### config.mk
export PLATFORM = sky130hd
export DESIGN_NAME = usfl_status
export DESIGN_NICKNAME = d
export VERILOG_FILES = /design/src/common/usfl_pkg.sv /design/src/hdl/usfl_fifo.sv /design/src/hdl/usfl_status.sv
export SDC_FILE = /design/constraint.sdc
export NUM_CORES = 1
export LEC_CHECK = 0
export ABC_CLOCK_PERIOD_IN_PS = 5100
export BUFFER_PORTS_ARGS = -buffer_cell sky130_fd_sc_hd__buf_4
export CORE_UTILIZATION = 30
export CTS_CLUSTER_SIZE = 40
export DETAILED_ROUTE_END_ITERATION = 16
export HOLD_SLACK_MARGIN = 0.03
export PLACE_DENSITY = 0.42
export SLEW_MARGIN = 20
export SYNTH_ARGS = -nofsm -noshare
export SYNTH_HDL_FRONTEND = slang
export SYNTH_SLANG_ARGS = --single-unit
### constraint.sdc
create_clock -name sys_clk -period 5.1 [get_ports sys_clk]
set_clock_uncertainty 0.2 [all_clocks]
set_input_delay 0.255 -clock sys_clk [delete_from_list [all_inputs] [get_ports sys_clk]]
set_output_delay 0.255 -clock sys_clk [all_outputs]
set_load 0.03 [all_outputs]
### src/common/usfl_pkg.sv
// Constants and types of the serial status flag block
// Notes on behaviour
// - Loading received character sets buffer-full flag
// - Seen buffer-full flag clears on buffer read
// - Flag set after status read survives read
// - Busy clears when frame ends, buffer empty
// - Restart sets busy and raises transmit interrupt
// - Move into shifter clears full, raises interrupt
// - Software write sets transmit-buffer-full flag
// - Infrared pulse lasts three sixteenths bit period
// - Overrun sets flag, interrupt only if flag was clear, discards new character
// - Error flags clear like buffer-full flag
package usfl_pkg;

  localparam int unsigned DATA_W      = 8;
  localparam int unsigned FIFO_DEPTH  = 8;
  localparam int unsigned STATUS_W    = 8;

  // Bit positions in line_status_register
  localparam int unsigned ST_RX_BUFFER_FULL_FLAG_POS = 0;
  localparam int unsigned ST_OVERRUN_ERROR_FLAG_POS = 1;
  localparam int unsigned ST_FRAMING_ERROR_FLAG_POS = 2;
  localparam int unsigned ST_PARITY_ERROR_FLAG_POS = 3;
  localparam int unsigned ST_TX_BUFFER_FULL_FLAG_POS = 4;
  localparam int unsigned ST_TX_BUSY_FLAG_POS = 5;

  // Reset values
  localparam logic              FLAG_RST   = 1'b0;
  localparam logic [DATA_W-1:0] DATA_RST   = 8'h00;

  // Timing in receive_timing_clock ticks
  localparam int unsigned RT_PER_BIT  = 16;
  localparam int unsigned IR_PULSE_RT = 3;
  localparam int unsigned RT_CNT_W    = 5;
  localparam int unsigned FRAME_BITS  = 10;
  localparam int unsigned BIT_CNT_W   = 4;

  typedef enum logic [0:0] {
    TX_IDLE  = 1'b0,
    TX_SHIFT = 1'b1
  } usfl_tx_state_type;

endpackage : usfl_pkg

### src/hdl/usfl_fifo.sv
// Synchronous FIFO with valid/ready on both sides
`timescale 1ns/100ps
module usfl_fifo #(
  parameter int unsigned WIDTH = 10,
  parameter int unsigned DEPTH = 8
) (
  input  wire logic             sys_clk,
  input  wire logic             reset,
  input  wire logic             in_valid,
  output logic                  in_ready,
  input  wire logic [WIDTH-1:0] in_data,
  output logic                  out_valid,
  input  wire logic             out_ready,
  output logic      [WIDTH-1:0] out_data
);

  localparam int unsigned AW = $clog2(DEPTH);

  logic [WIDTH-1:0] mem_q [DEPTH];
  logic [AW:0]      wr_ptr_q;
  logic [AW:0]      rd_ptr_q;
  logic             push;
  logic             pop;
  logic             full;
  logic             empty;

  // Extra pointer bit tells full from empty
  assign full      = (wr_ptr_q[AW] != rd_ptr_q[AW]) && (wr_ptr_q[AW-1:0] == rd_ptr_q[AW-1:0]);
  assign empty     = (wr_ptr_q == rd_ptr_q);
  assign in_ready  = !full;
  assign out_valid = !empty;
  assign push      = in_valid && !full;
  assign pop       = out_ready && !empty;
  assign out_data  = mem_q[rd_ptr_q[AW-1:0]];

  always_ff @(posedge sys_clk) begin
    if (push) begin
      mem_q[wr_ptr_q[AW-1:0]] <= in_data;
    end
  end

  always_ff @(posedge sys_clk) begin
    if (reset) begin
      wr_ptr_q <= '0;
    end else if (push) begin
      wr_ptr_q <= wr_ptr_q + 1'b1;
    end
  end

  always_ff @(posedge sys_clk) begin
    if (reset) begin
      rd_ptr_q <= '0;
    end else if (pop) begin
      rd_ptr_q <= rd_ptr_q + 1'b1;
    end
  end

endmodule : usfl_fifo

### src/hdl/usfl_status.sv
// Serial port status flags, holding buffers and transmit shifter
`timescale 1ns/100ps
module usfl_status
  import usfl_pkg::*;
#(
  parameter int unsigned RT_BIT   = RT_PER_BIT,
  parameter int unsigned IR_PULSE = IR_PULSE_RT,
  parameter int unsigned DEPTH    = FIFO_DEPTH
) (
  input  wire logic                sys_clk,
  input  wire logic                reset,
  input  wire logic                status_read,
  output logic      [STATUS_W-1:0] line_status_register,
  input  wire logic                rx_buf_read,
  output logic      [DATA_W-1:0]   receive_holding_buffer,
  input  wire logic                tx_buf_write,
  input  wire logic [DATA_W-1:0]   tx_write_data,
  input  wire logic                tx_enable,
  input  wire logic                irda_mode,
  input  wire logic                rt_tick,
  input  wire logic                rx_char_valid,
  output logic                     rx_char_ready,
  input  wire logic [DATA_W-1:0]   rx_char_data,
  input  wire logic                rx_char_parity_err,
  input  wire logic                rx_char_framing_err,
  output logic                     txd,
  output logic                     tx_interrupt_request,
  output logic                     rx_interrupt_request
);

  localparam int unsigned ENTRY_W = DATA_W + 2;

  // Receive side state
  logic [DATA_W-1:0]  rhb_q;
  logic               rx_buffer_full_flag_q;
  logic               overrun_error_flag_q;
  logic               framing_error_flag_q;
  logic               parity_error_flag_q;
  logic               rx_buffer_full_flag_seen_q;
  logic               overrun_error_flag_seen_q;
  logic               framing_error_flag_seen_q;
  logic               parity_error_flag_seen_q;
  logic               rx_irq_q;

  // Receive FIFO wiring
  logic [ENTRY_W-1:0] fifo_in;
  logic [ENTRY_W-1:0] fifo_out;
  logic               fifo_out_valid;
  logic               rx_load;
  logic               overrun;

  // Transmit side state
  logic [DATA_W-1:0]     thr_q;
  logic                  tx_buffer_full_flag_q;
  usfl_tx_state_type     tx_state_q;
  logic [FRAME_BITS-1:0] shift_q;
  logic [RT_CNT_W-1:0]   rt_cnt_q;
  logic [BIT_CNT_W-1:0]  bit_cnt_q;
  logic                  txd_q;
  logic                  tx_irq_q;
  logic                  bit_end;
  logic                  frame_end;
  logic                  tx_load;
  logic                  tx_busy;
  logic                  ir_window;

  // ------------------------------------------------------------------
  // Receive path
  // ------------------------------------------------------------------

  // Deeper buffer before the holding register; receiver sees ready
  assign fifo_in = {rx_char_framing_err, rx_char_parity_err, rx_char_data};

  usfl_fifo #(
    .WIDTH (ENTRY_W),
    .DEPTH (DEPTH)
  ) u_rx_fifo (
    .sys_clk   (sys_clk),
    .reset     (reset),
    .in_valid  (rx_char_valid),
    .in_ready  (rx_char_ready),
    .in_data   (fifo_in),
    .out_valid (fifo_out_valid),
    .out_ready (rx_load),
    .out_data  (fifo_out)
  );

  assign rx_load = fifo_out_valid && !rx_buffer_full_flag_q;

  assign overrun = rx_char_valid && !rx_char_ready;

  always_ff @(posedge sys_clk) begin
    if (reset) begin
      rhb_q <= DATA_RST;
    end else if (rx_load) begin
      rhb_q <= fifo_out[DATA_W-1:0];
    end
  end

  always_ff @(posedge sys_clk) begin
    if (reset) begin
      rx_buffer_full_flag_q <= FLAG_RST;
    end else if (rx_load) begin
      rx_buffer_full_flag_q <= 1'b1;
    end else if (rx_buf_read && rx_buffer_full_flag_seen_q) begin
      rx_buffer_full_flag_q <= 1'b0;
    end
  end

  always_ff @(posedge sys_clk) begin
    if (reset) begin
      overrun_error_flag_q <= FLAG_RST;
    end else if (overrun) begin
      overrun_error_flag_q <= 1'b1;
    end else if (rx_buf_read && overrun_error_flag_seen_q) begin
      overrun_error_flag_q <= 1'b0;
    end
  end

  // Errors belong to the character entering the holding buffer
  always_ff @(posedge sys_clk) begin
    if (reset) begin
      framing_error_flag_q <= FLAG_RST;
    end else if (rx_load && fifo_out[DATA_W+1]) begin
      framing_error_flag_q <= 1'b1;
    end else if (rx_buf_read && framing_error_flag_seen_q) begin
      framing_error_flag_q <= 1'b0;
    end
  end

  always_ff @(posedge sys_clk) begin
    if (reset) begin
      parity_error_flag_q <= FLAG_RST;
    end else if (rx_load && fifo_out[DATA_W]) begin
      parity_error_flag_q <= 1'b1;
    end else if (rx_buf_read && parity_error_flag_seen_q) begin
      parity_error_flag_q <= 1'b0;
    end
  end

  always_ff @(posedge sys_clk) begin
    if (reset) begin
      rx_buffer_full_flag_seen_q <= 1'b0;
      overrun_error_flag_seen_q <= 1'b0;
      framing_error_flag_seen_q <= 1'b0;
      parity_error_flag_seen_q <= 1'b0;
    end else if (status_read) begin
      rx_buffer_full_flag_seen_q <= rx_buffer_full_flag_q;
      overrun_error_flag_seen_q <= overrun_error_flag_q;
      framing_error_flag_seen_q <= framing_error_flag_q;
      parity_error_flag_seen_q <= parity_error_flag_q;
    end else if (rx_buf_read) begin
      // A second buffer read needs a fresh status read
      rx_buffer_full_flag_seen_q <= 1'b0;
      overrun_error_flag_seen_q <= 1'b0;
      framing_error_flag_seen_q <= 1'b0;
      parity_error_flag_seen_q <= 1'b0;
    end
  end

  always_ff @(posedge sys_clk) begin
    if (reset) begin
      rx_irq_q <= 1'b0;
    end else begin
      rx_irq_q <= rx_load || (overrun && !overrun_error_flag_q);
    end
  end

  // ------------------------------------------------------------------
  // Transmit path
  // ------------------------------------------------------------------

  assign tx_busy   = (tx_state_q == TX_SHIFT);
  assign bit_end   = tx_busy && rt_tick && (rt_cnt_q == RT_CNT_W'(RT_BIT - 1));
  assign frame_end = bit_end && (bit_cnt_q == BIT_CNT_W'(FRAME_BITS - 1));

  // Buffer moves into shifter
  // Idle start waits for a tick, else start bit and pulse come short
  assign tx_load = tx_buffer_full_flag_q && tx_enable && (tx_busy ? frame_end : rt_tick);

  // Later writes overwrite data not yet moved to the shifter
  always_ff @(posedge sys_clk) begin
    if (reset) begin
      thr_q <= DATA_RST;
    end else if (tx_buf_write) begin
      thr_q <= tx_write_data;
    end
  end

  always_ff @(posedge sys_clk) begin
    if (reset) begin
      tx_buffer_full_flag_q <= FLAG_RST;
    end else if (tx_buf_write) begin
      tx_buffer_full_flag_q <= 1'b1;
    end else if (tx_load) begin
      tx_buffer_full_flag_q <= 1'b0;
    end
  end

  always_ff @(posedge sys_clk) begin
    if (reset) begin
      tx_state_q <= TX_IDLE;
    end else begin
      case (tx_state_q)
        TX_IDLE: begin
          if (tx_load) begin
            tx_state_q <= TX_SHIFT;
          end
        end
        TX_SHIFT: begin
          if (frame_end && !tx_load) begin
            tx_state_q <= TX_IDLE;
          end
        end
        default: begin
          tx_state_q <= TX_IDLE;
        end
      endcase
    end
  end

  // Frame is start, data LSB first, one stop bit
  always_ff @(posedge sys_clk) begin
    if (reset) begin
      shift_q <= '1;
    end else if (tx_load) begin
      shift_q <= {1'b1, thr_q, 1'b0};
    end else if (bit_end) begin
      shift_q <= {1'b1, shift_q[FRAME_BITS-1:1]};
    end
  end

  always_ff @(posedge sys_clk) begin
    if (reset) begin
      rt_cnt_q <= '0;
    end else if (tx_load || bit_end) begin
      rt_cnt_q <= '0;
    end else if (tx_busy && rt_tick) begin
      rt_cnt_q <= rt_cnt_q + 1'b1;
    end
  end

  always_ff @(posedge sys_clk) begin
    if (reset) begin
      bit_cnt_q <= '0;
    end else if (tx_load) begin
      bit_cnt_q <= '0;
    end else if (bit_end) begin
      bit_cnt_q <= bit_cnt_q + 1'b1;
    end
  end

  assign ir_window = (rt_cnt_q < RT_CNT_W'(IR_PULSE));

  // Idle line is high in plain mode, low in infrared mode
  always_ff @(posedge sys_clk) begin
    if (reset) begin
      txd_q <= 1'b1;
    end else if (irda_mode) begin
      txd_q <= tx_busy && !shift_q[0] && ir_window;
    end else begin
      txd_q <= tx_busy ? shift_q[0] : 1'b1;
    end
  end

  always_ff @(posedge sys_clk) begin
    if (reset) begin
      tx_irq_q <= 1'b0;
    end else begin
      tx_irq_q <= tx_load;
    end
  end

  // ------------------------------------------------------------------
  // Outputs
  // ------------------------------------------------------------------

  always_comb begin
    line_status_register              = '0;
    line_status_register[ST_RX_BUFFER_FULL_FLAG_POS] = rx_buffer_full_flag_q;
    line_status_register[ST_OVERRUN_ERROR_FLAG_POS] = overrun_error_flag_q;
    line_status_register[ST_FRAMING_ERROR_FLAG_POS] = framing_error_flag_q;
    line_status_register[ST_PARITY_ERROR_FLAG_POS] = parity_error_flag_q;
    line_status_register[ST_TX_BUFFER_FULL_FLAG_POS] = tx_buffer_full_flag_q;
    line_status_register[ST_TX_BUSY_FLAG_POS] = tx_busy;
  end

  assign receive_holding_buffer = rhb_q;
  assign txd                    = txd_q;
  assign tx_interrupt_request   = tx_irq_q;
  assign rx_interrupt_request   = rx_irq_q;

endmodule : usfl_status

== Yosys cells after proc, flatten, opt, wreduce, memory -nomap -nowiden ==
Memory sizes are Yosys's and may differ from the RTL's. A register that Yosys moved wholly into a read port is not among the register bits.
Cells that the tools add are included.
W data, S select, Z words.

* Bitwise logic cells: 1
* Equality and inequality tests: 5
* Magnitude comparators: 1
* Add/subtract/negate cells: 4
* Multiplexer cells: 27
* Reductions and logical operators: 37

{| class="wikitable"
|+ Operators by type and width
! cell !! count
|-
| $mux W1 || 22
|-
| $logic_and A1 B1 Y1 || 20
|-
| $mux W9 || 2
|-
| $reduce_bool A2 Y1 || 7
|-
| $add A4 B1 Y4 const B || 3
|-
| $logic_not A1 Y1 || 6
|-
| $mux W3 || 2
|-
| $add A5 B1 Y5 const B || 1
|-
| $eq A5 B4 Y1 const B || 1
|-
| $lt A5 B2 Y1 const B || 1
|-
| $eq A4 B4 Y1 || 1
|-
| $eq A4 B4 Y1 const B || 1
|-
| $reduce_or A2 Y1 || 2
|-
| $eq A3 B3 Y1 || 1
|-
| $logic_or A1 B1 Y1 || 2
|-
| $pmux W1 S2 || 1
|-
| $ne A1 B1 Y1 || 1
|-
| $not A1 Y1 || 1
|}

* Bits in writable memories: 80
* Logic and storage cells: 96
* Output and inout port bits: 20
* Bits in registers: 55
* Bits of input ports: 27
* Memories kept: 1

{| class="wikitable"
|+ Memory list
! name !! depth !! bits a word !! read ports !! clocked after memory_dff !! write ports !! RTL line !! RTL
|-
| u_rx_fifo.mem_q || 8 || 10 || 1 || 1 || 1 || usfl_fifo.sv:19 || <nowiki>logic [WIDTH-1:0] mem_q [DEPTH];</nowiki>
|}

== Longest topological paths before layout ==
* Depth after elaboration: 9
* Gate-level depth with buffers: 9
* Depth with buffers taken out: 7

== Cells and area by module ==
From an unflattened synthesis, not the netlist that was laid out.

* Cell total of the unflattened synthesis: 428
* Area total of the unflattened synthesis: 5,871.9 µm²

{| class="wikitable"
|+ By module, submodules not included
! module !! sequential area each (µm²) !! cells each !! times used !! area an instance (µm²)
|-
| usfl_fifo || 2,622.5 || 200 || 1 || 3,764.9
|-
| usfl_status || 940.9 || 228 || 1 || 2,107.0
|}

== Least setup slack after synthesis ==
Ideal clock, no wire load.

* Path type: reg-to-reg
* Start point: register u_rx_fifo.wr_ptr_q[0]
* End point: memory u_rx_fifo.mem_q[0][0], enable pin
* Slack: 2.481 ns
* Setup time: 0.390 ns
* Required time: 4.510 ns
* Path buffers: 1
* Clock period less this slack: 2.619 ns
* Arrival: 2.030 ns
* Stages on the path, launching flop included: 7
* Cell sequence: dfxtp_1 buf_4 xor2_1 nor4_1 inv_1 nand3_1 nor3_1

* Word-level cells in the longest chain between the ends: 6

{| class="wikitable"
|+ RTL lines
! element !! RTL line !! RTL
|-
| start: declaration || usfl_fifo.sv:20 || <nowiki>logic [AW:0] wr_ptr_q;</nowiki>
|-
| start signal: assignment || usfl_fifo.sv:46 || <nowiki>wr_ptr_q <= wr_ptr_q + 1'b1;</nowiki>
|-
| $eq A3 B3 Y1 || usfl_fifo.sv:28 || <nowiki>assign full = (wr_ptr_q[AW] != rd_ptr_q[AW]) && (wr_ptr_q[AW-1:0] == rd_ptr_q[AW-1:0]);</nowiki>
|-
| $logic_and A1 B1 Y1 || usfl_fifo.sv:28 ||
|-
| $logic_not A1 Y1 || -- ||
|-
| named net rx_char_ready || usfl_status.sv:22 || <nowiki>output logic rx_char_ready,</nowiki>
|-
| $logic_and A1 B1 Y1 || usfl_fifo.sv:32 || <nowiki>assign push = in_valid && !full;</nowiki>
|-
| $mux W1 || usfl_fifo.sv:37 || <nowiki>if (push) begin</nowiki>
|-
| $mux W1 (not written as such) || usfl_fifo.sv:38 || <nowiki>mem_q[wr_ptr_q[AW-1:0]] <= in_data;</nowiki>
|-
| end: declaration || usfl_fifo.sv:19 ||
|}

The timed path passes the listed nets, and every way through them passes these cells.

== Worst setup path in the final report ==
* Start point: register rt_cnt_q[0]
* End point: register bit_cnt_q[1]

* Word-level cells in the longest chain between the ends: 6

{| class="wikitable"
|+ RTL lines
! element !! RTL line !! RTL
|-
| start: declaration || usfl_status.sv:57 || <nowiki>logic [RT_CNT_W-1:0] rt_cnt_q;</nowiki>
|-
| start signal: assignment || usfl_status.sv:239 || <nowiki>rt_cnt_q <= rt_cnt_q + 1'b1;</nowiki>
|-
| $eq A5 B4 Y1 (*) || usfl_status.sv:174 || <nowiki>assign bit_end = tx_busy && rt_tick && (rt_cnt_q == RT_CNT_W'(RT_BIT - 1));</nowiki>
|-
| $logic_and A1 B1 Y1 (*) || usfl_status.sv:174 ||
|-
| $logic_and A1 B1 Y1 || usfl_status.sv:175 || <nowiki>assign frame_end = bit_end && (bit_cnt_q == BIT_CNT_W'(FRAME_BITS - 1));</nowiki>
|-
| $mux W1 || usfl_status.sv:179 || <nowiki>assign tx_load = tx_buffer_full_flag_q && tx_enable && (tx_busy ? frame_end : rt_tick);</nowiki>
|-
| $logic_and A1 B1 Y1 || usfl_status.sv:179 ||
|-
| $reduce_or A2 Y1 (no line) || -- ||
|-
| end signal: assignment || usfl_status.sv:249 || <nowiki>bit_cnt_q <= bit_cnt_q + 1'b1;</nowiki>
|-
| end: declaration || usfl_status.sv:58 || <nowiki>logic [BIT_CNT_W-1:0] bit_cnt_q;</nowiki>
|}

Every way passes the cells marked *; elsewhere a longest branch is shown, timed or not.
A chain may end at the register's enable or synchronous reset.

==> impl_metrics.json <==
{
  "end_kind": "flip-flop",
  "tightest_slew_ns": 1.007,
  "nNetsFinal": 497,
  "maxCapViolCount": 0,
  "hold_path.class": "input pin to flip-flop",
  "fmax_ghz": 0.3782,
  "clk_latency_ns": 0.42,
  "ys_ff_latch": 138,
  "cp_max_fo": 20,
  "whs_ns": 0.02897,
  "drtAntennaViolNets": 0,
  "hold_violations": 0,
  "ir_drop_uv": 233.8,
  "synthMuxAreaShare_pct": 12.65,
  "die_w_um": 136.7,
  "final_common_cell": "edfxtp_1",
  "postCtsSetupRepairBufs": 0,
  "cts_buffer_depth": 2,
  "hpwl_um": 7069,
  "dieHeight_um": 136.7,
  "yosys.area_share.simple_pct": 9.844,
  "synth_fa_ha_area_share_pct": 1.380,
  "drt_first_pass_iters": 4,
  "slew_headroom_pct": 32.62,
  "vias": 3261,
  "drive_gt1_share_pct": 22.85,
  "dp_cells": 637,
  "slowest_delay_ns": 0.49,
  "clock-sinks": 138,
  "fin_setup_tns_ns": 0,
  "synthDistinctLibCells": 46,
  "utilization_pct": 39.31,
  "synth_warnings": 0,
  "viasPerCell": 4.645,
  "yosys.area_share.xor_xnor_pct": 1.909,
  "finalMaxSlewViolations": 0,
  "cp_data_required_time_ns": 5.23,
  "wl_per_cell_um": 16.11,
  "grt_start_max_net_pins": 34,
  "io_buffers": 44,
  "place_area_mm2": 0.005933,
  "grt_pass1_vias": 3414,
  "initial_core_util_pct": 31.13,
  "grt_pass1_wl_um": 18380,
  "crit_type": "flip-flop to flip-flop",
  "synth.area.top_cells": "edfxtp_1, dfxtp_1, mux4_2",
  "num_io_pins": 47,
  "synth_top_area_share_pct": 44.16,
  "layout_min_cycle_time_ns": 2.644,
  "h-tree-depth": 4,
  "worstPathCellList": "ha_1, and3_1, ha_1, nand4b_1, a21o_1, nand2_1, a211oi_1",
  "total_power_mw": 3.081,
  "grt_usage_pct": 13.68,
  "diodes": 0,
  "cts_tree": "done",
  "p_leak_nw": 2.505,
  "overflow": 0,
  "yosys.area.top_type": "edfxtp_1",
  "stdcell_area_mm2": 0.006870,
  "setup_viol_count_final": 0,
  "gp_routability_congestion": 0.7558,
  "rsz0062_at_grt": "false",
  "drc": 0,
  "synth_area_per_cell_um2": 13.91,
  "cp.arrival_ns": 2.77,
  "outcome": "finished, final reports clean",
  "power.density_mw_per_mm2": 448.5,
  "path_common_cell": "ha_1",
  "core_mm2": 0.01748,
  "clock_tree.root_cell": "clkbuf_16",
  "clk_transition_reported_paths_ns": 0.06,
  "post-place-ws_ns": 2.362,
  "cts_buffers": 17,
  "grt_antenna_before_repair": 0,
  "final_cell_mix": "edfxtp_1, dfxtp_1, buf_4",
  "slowest_stage": "a21o_1",
  "dieArea_mm2": 0.01868,
  "rows": 48,
  "synth-compound-area-share_pct": 5.405,
  "synth_edf_count": 80,
  "finalWorstSetupSlack_ns": 2.456,
  "nFillCells": 1634,
  "yosys_most_used_dff": "edfxtp_1",
  "fin_cells": 702,
  "synthCells": 391,
  "drtIter0Drc": 155,
  "yosysSeqAreaShare_pct": 65.50,
  "fin_crit_sh_pct": 51.84,
  "synth_top_family_by_area": "multiplexers",
  "cp-start-kind": "flip-flop",
  "areaGrowthSynthToFinish_pct": 26.29,
  "async_flop_share_pct": 0,
  "syn-cell-area_mm2": 0.005440,
  "routed_wl_um": 11310
}
## worst max-delay path, delay by kind of cell, from the launching register on
kind | cells | cell delay (ns)
AND/OR/NAND/NOR | 3 | 0.70
adder cells (fa/ha/maj) | 2 | 0.50
flip-flops | 1 | 0.35
AO/OA/AOI/OAI | 2 | 0.80
## registers in the layout (all words and copies together) (netlist names), 4 cells and up, named ones only
name                    count
shift_q                     9
u_rx_fifo.mem_q            80
rt_cnt_q                    5
bit_cnt_q                   4
u_rx_fifo.wr_ptr_q          4
thr_q                       8
u_rx_fifo.rd_ptr_q          4
receive_holding_buffer      8
## Yosys cell counts (2+ instances only)
master,instances
nand2_1,30
buf_1,4
buf_2,3
mux2i_1,20
and3_1,9
xnor2_1,4
o21ai_1,2
nand4_1,2
nor2b_1,3
o21ai_0,9
nor3_1,5
xor2_1,6
inv_1,8
nor3b_1,5
mux4_2,20
nand3_1,6
clkbuf_1,9
buf_4,11
nor2_1,45
a21oi_1,14
dfxtp_1,58
nand2b_1,2
o2bb2ai_1,8
edfxtp_1,80
o22ai_1,2
ha_1,6
## kinds of logic after synthesis
logic type | count (synthesis)
other | 1
adder cells (fa/ha/maj) | 6
multiplexers | 43
buffers and inverters | 35
AND/OR/NAND/NOR | 114
flip-flops | 138
XOR/XNOR | 11
AO/OA/AOI/OAI | 43
## layer usage
| layer | up-vias | track usage [%] | routed length (um) |
|---|---|---|---|
| met5 | - | 0 | 0 |
| met4 | 0 | 6.481 | 208 |
| met3 | 16 | 3.296 | 416 |
| met2 | 53 | 21.80 | 5437 |
| met1 | 1615 | 17.43 | 5244 |
| li1 | 1577 | - | - |
## area by class of cell
type / count / area [um2] / area share [%]
timing repair buffer: 80 / 683.2 / 9.944
clock buffer: 19 / 442.9 / 6.447
tap: 225 / 281.5 / 4.098
inverter: 8 / 30.03 / 0.4371
multi-input combinational: 219 / 1715 / 24.97
clock inverter: 13 / 152.6 / 2.222
sequential: 138 / 3565 / 51.88
## path summary, 6_finish.rpt
| kind | from | to | slack, ns | cells past startpoint |
|---|---|---|---|---|
| hold / removal | reset | u_rx_fifo.wr_ptr_q[0] | 0.03 | 2 |
| setup / recovery | rt_cnt_q[0] | bit_cnt_q[1] | 2.46 | 7 |
| setup reg to reg | rt_cnt_q[0] | bit_cnt_q[1] | 2.46 | 7 |
| hold reg to reg | receive_holding_buffer[0] | receive_holding_buffer[0] | 0.26 | 1 |
## repair_timing
item / CTS / global route
resized for setup: 0 / 0
hold buffers: 33 / 0
hold endpoints to repair: 102 / 0
## power breakdown
group | internal (mW) | switching, mW | leakage (nW)
logic | 0.233 | 0.284 | 1.02
clock network | 0.775 | 0.458 | 0.281
registers | 1.26 | 0.0687 | 1.20
total | 2.27 | 0.811 | 2.51
(Power assumes the default switching activity.)
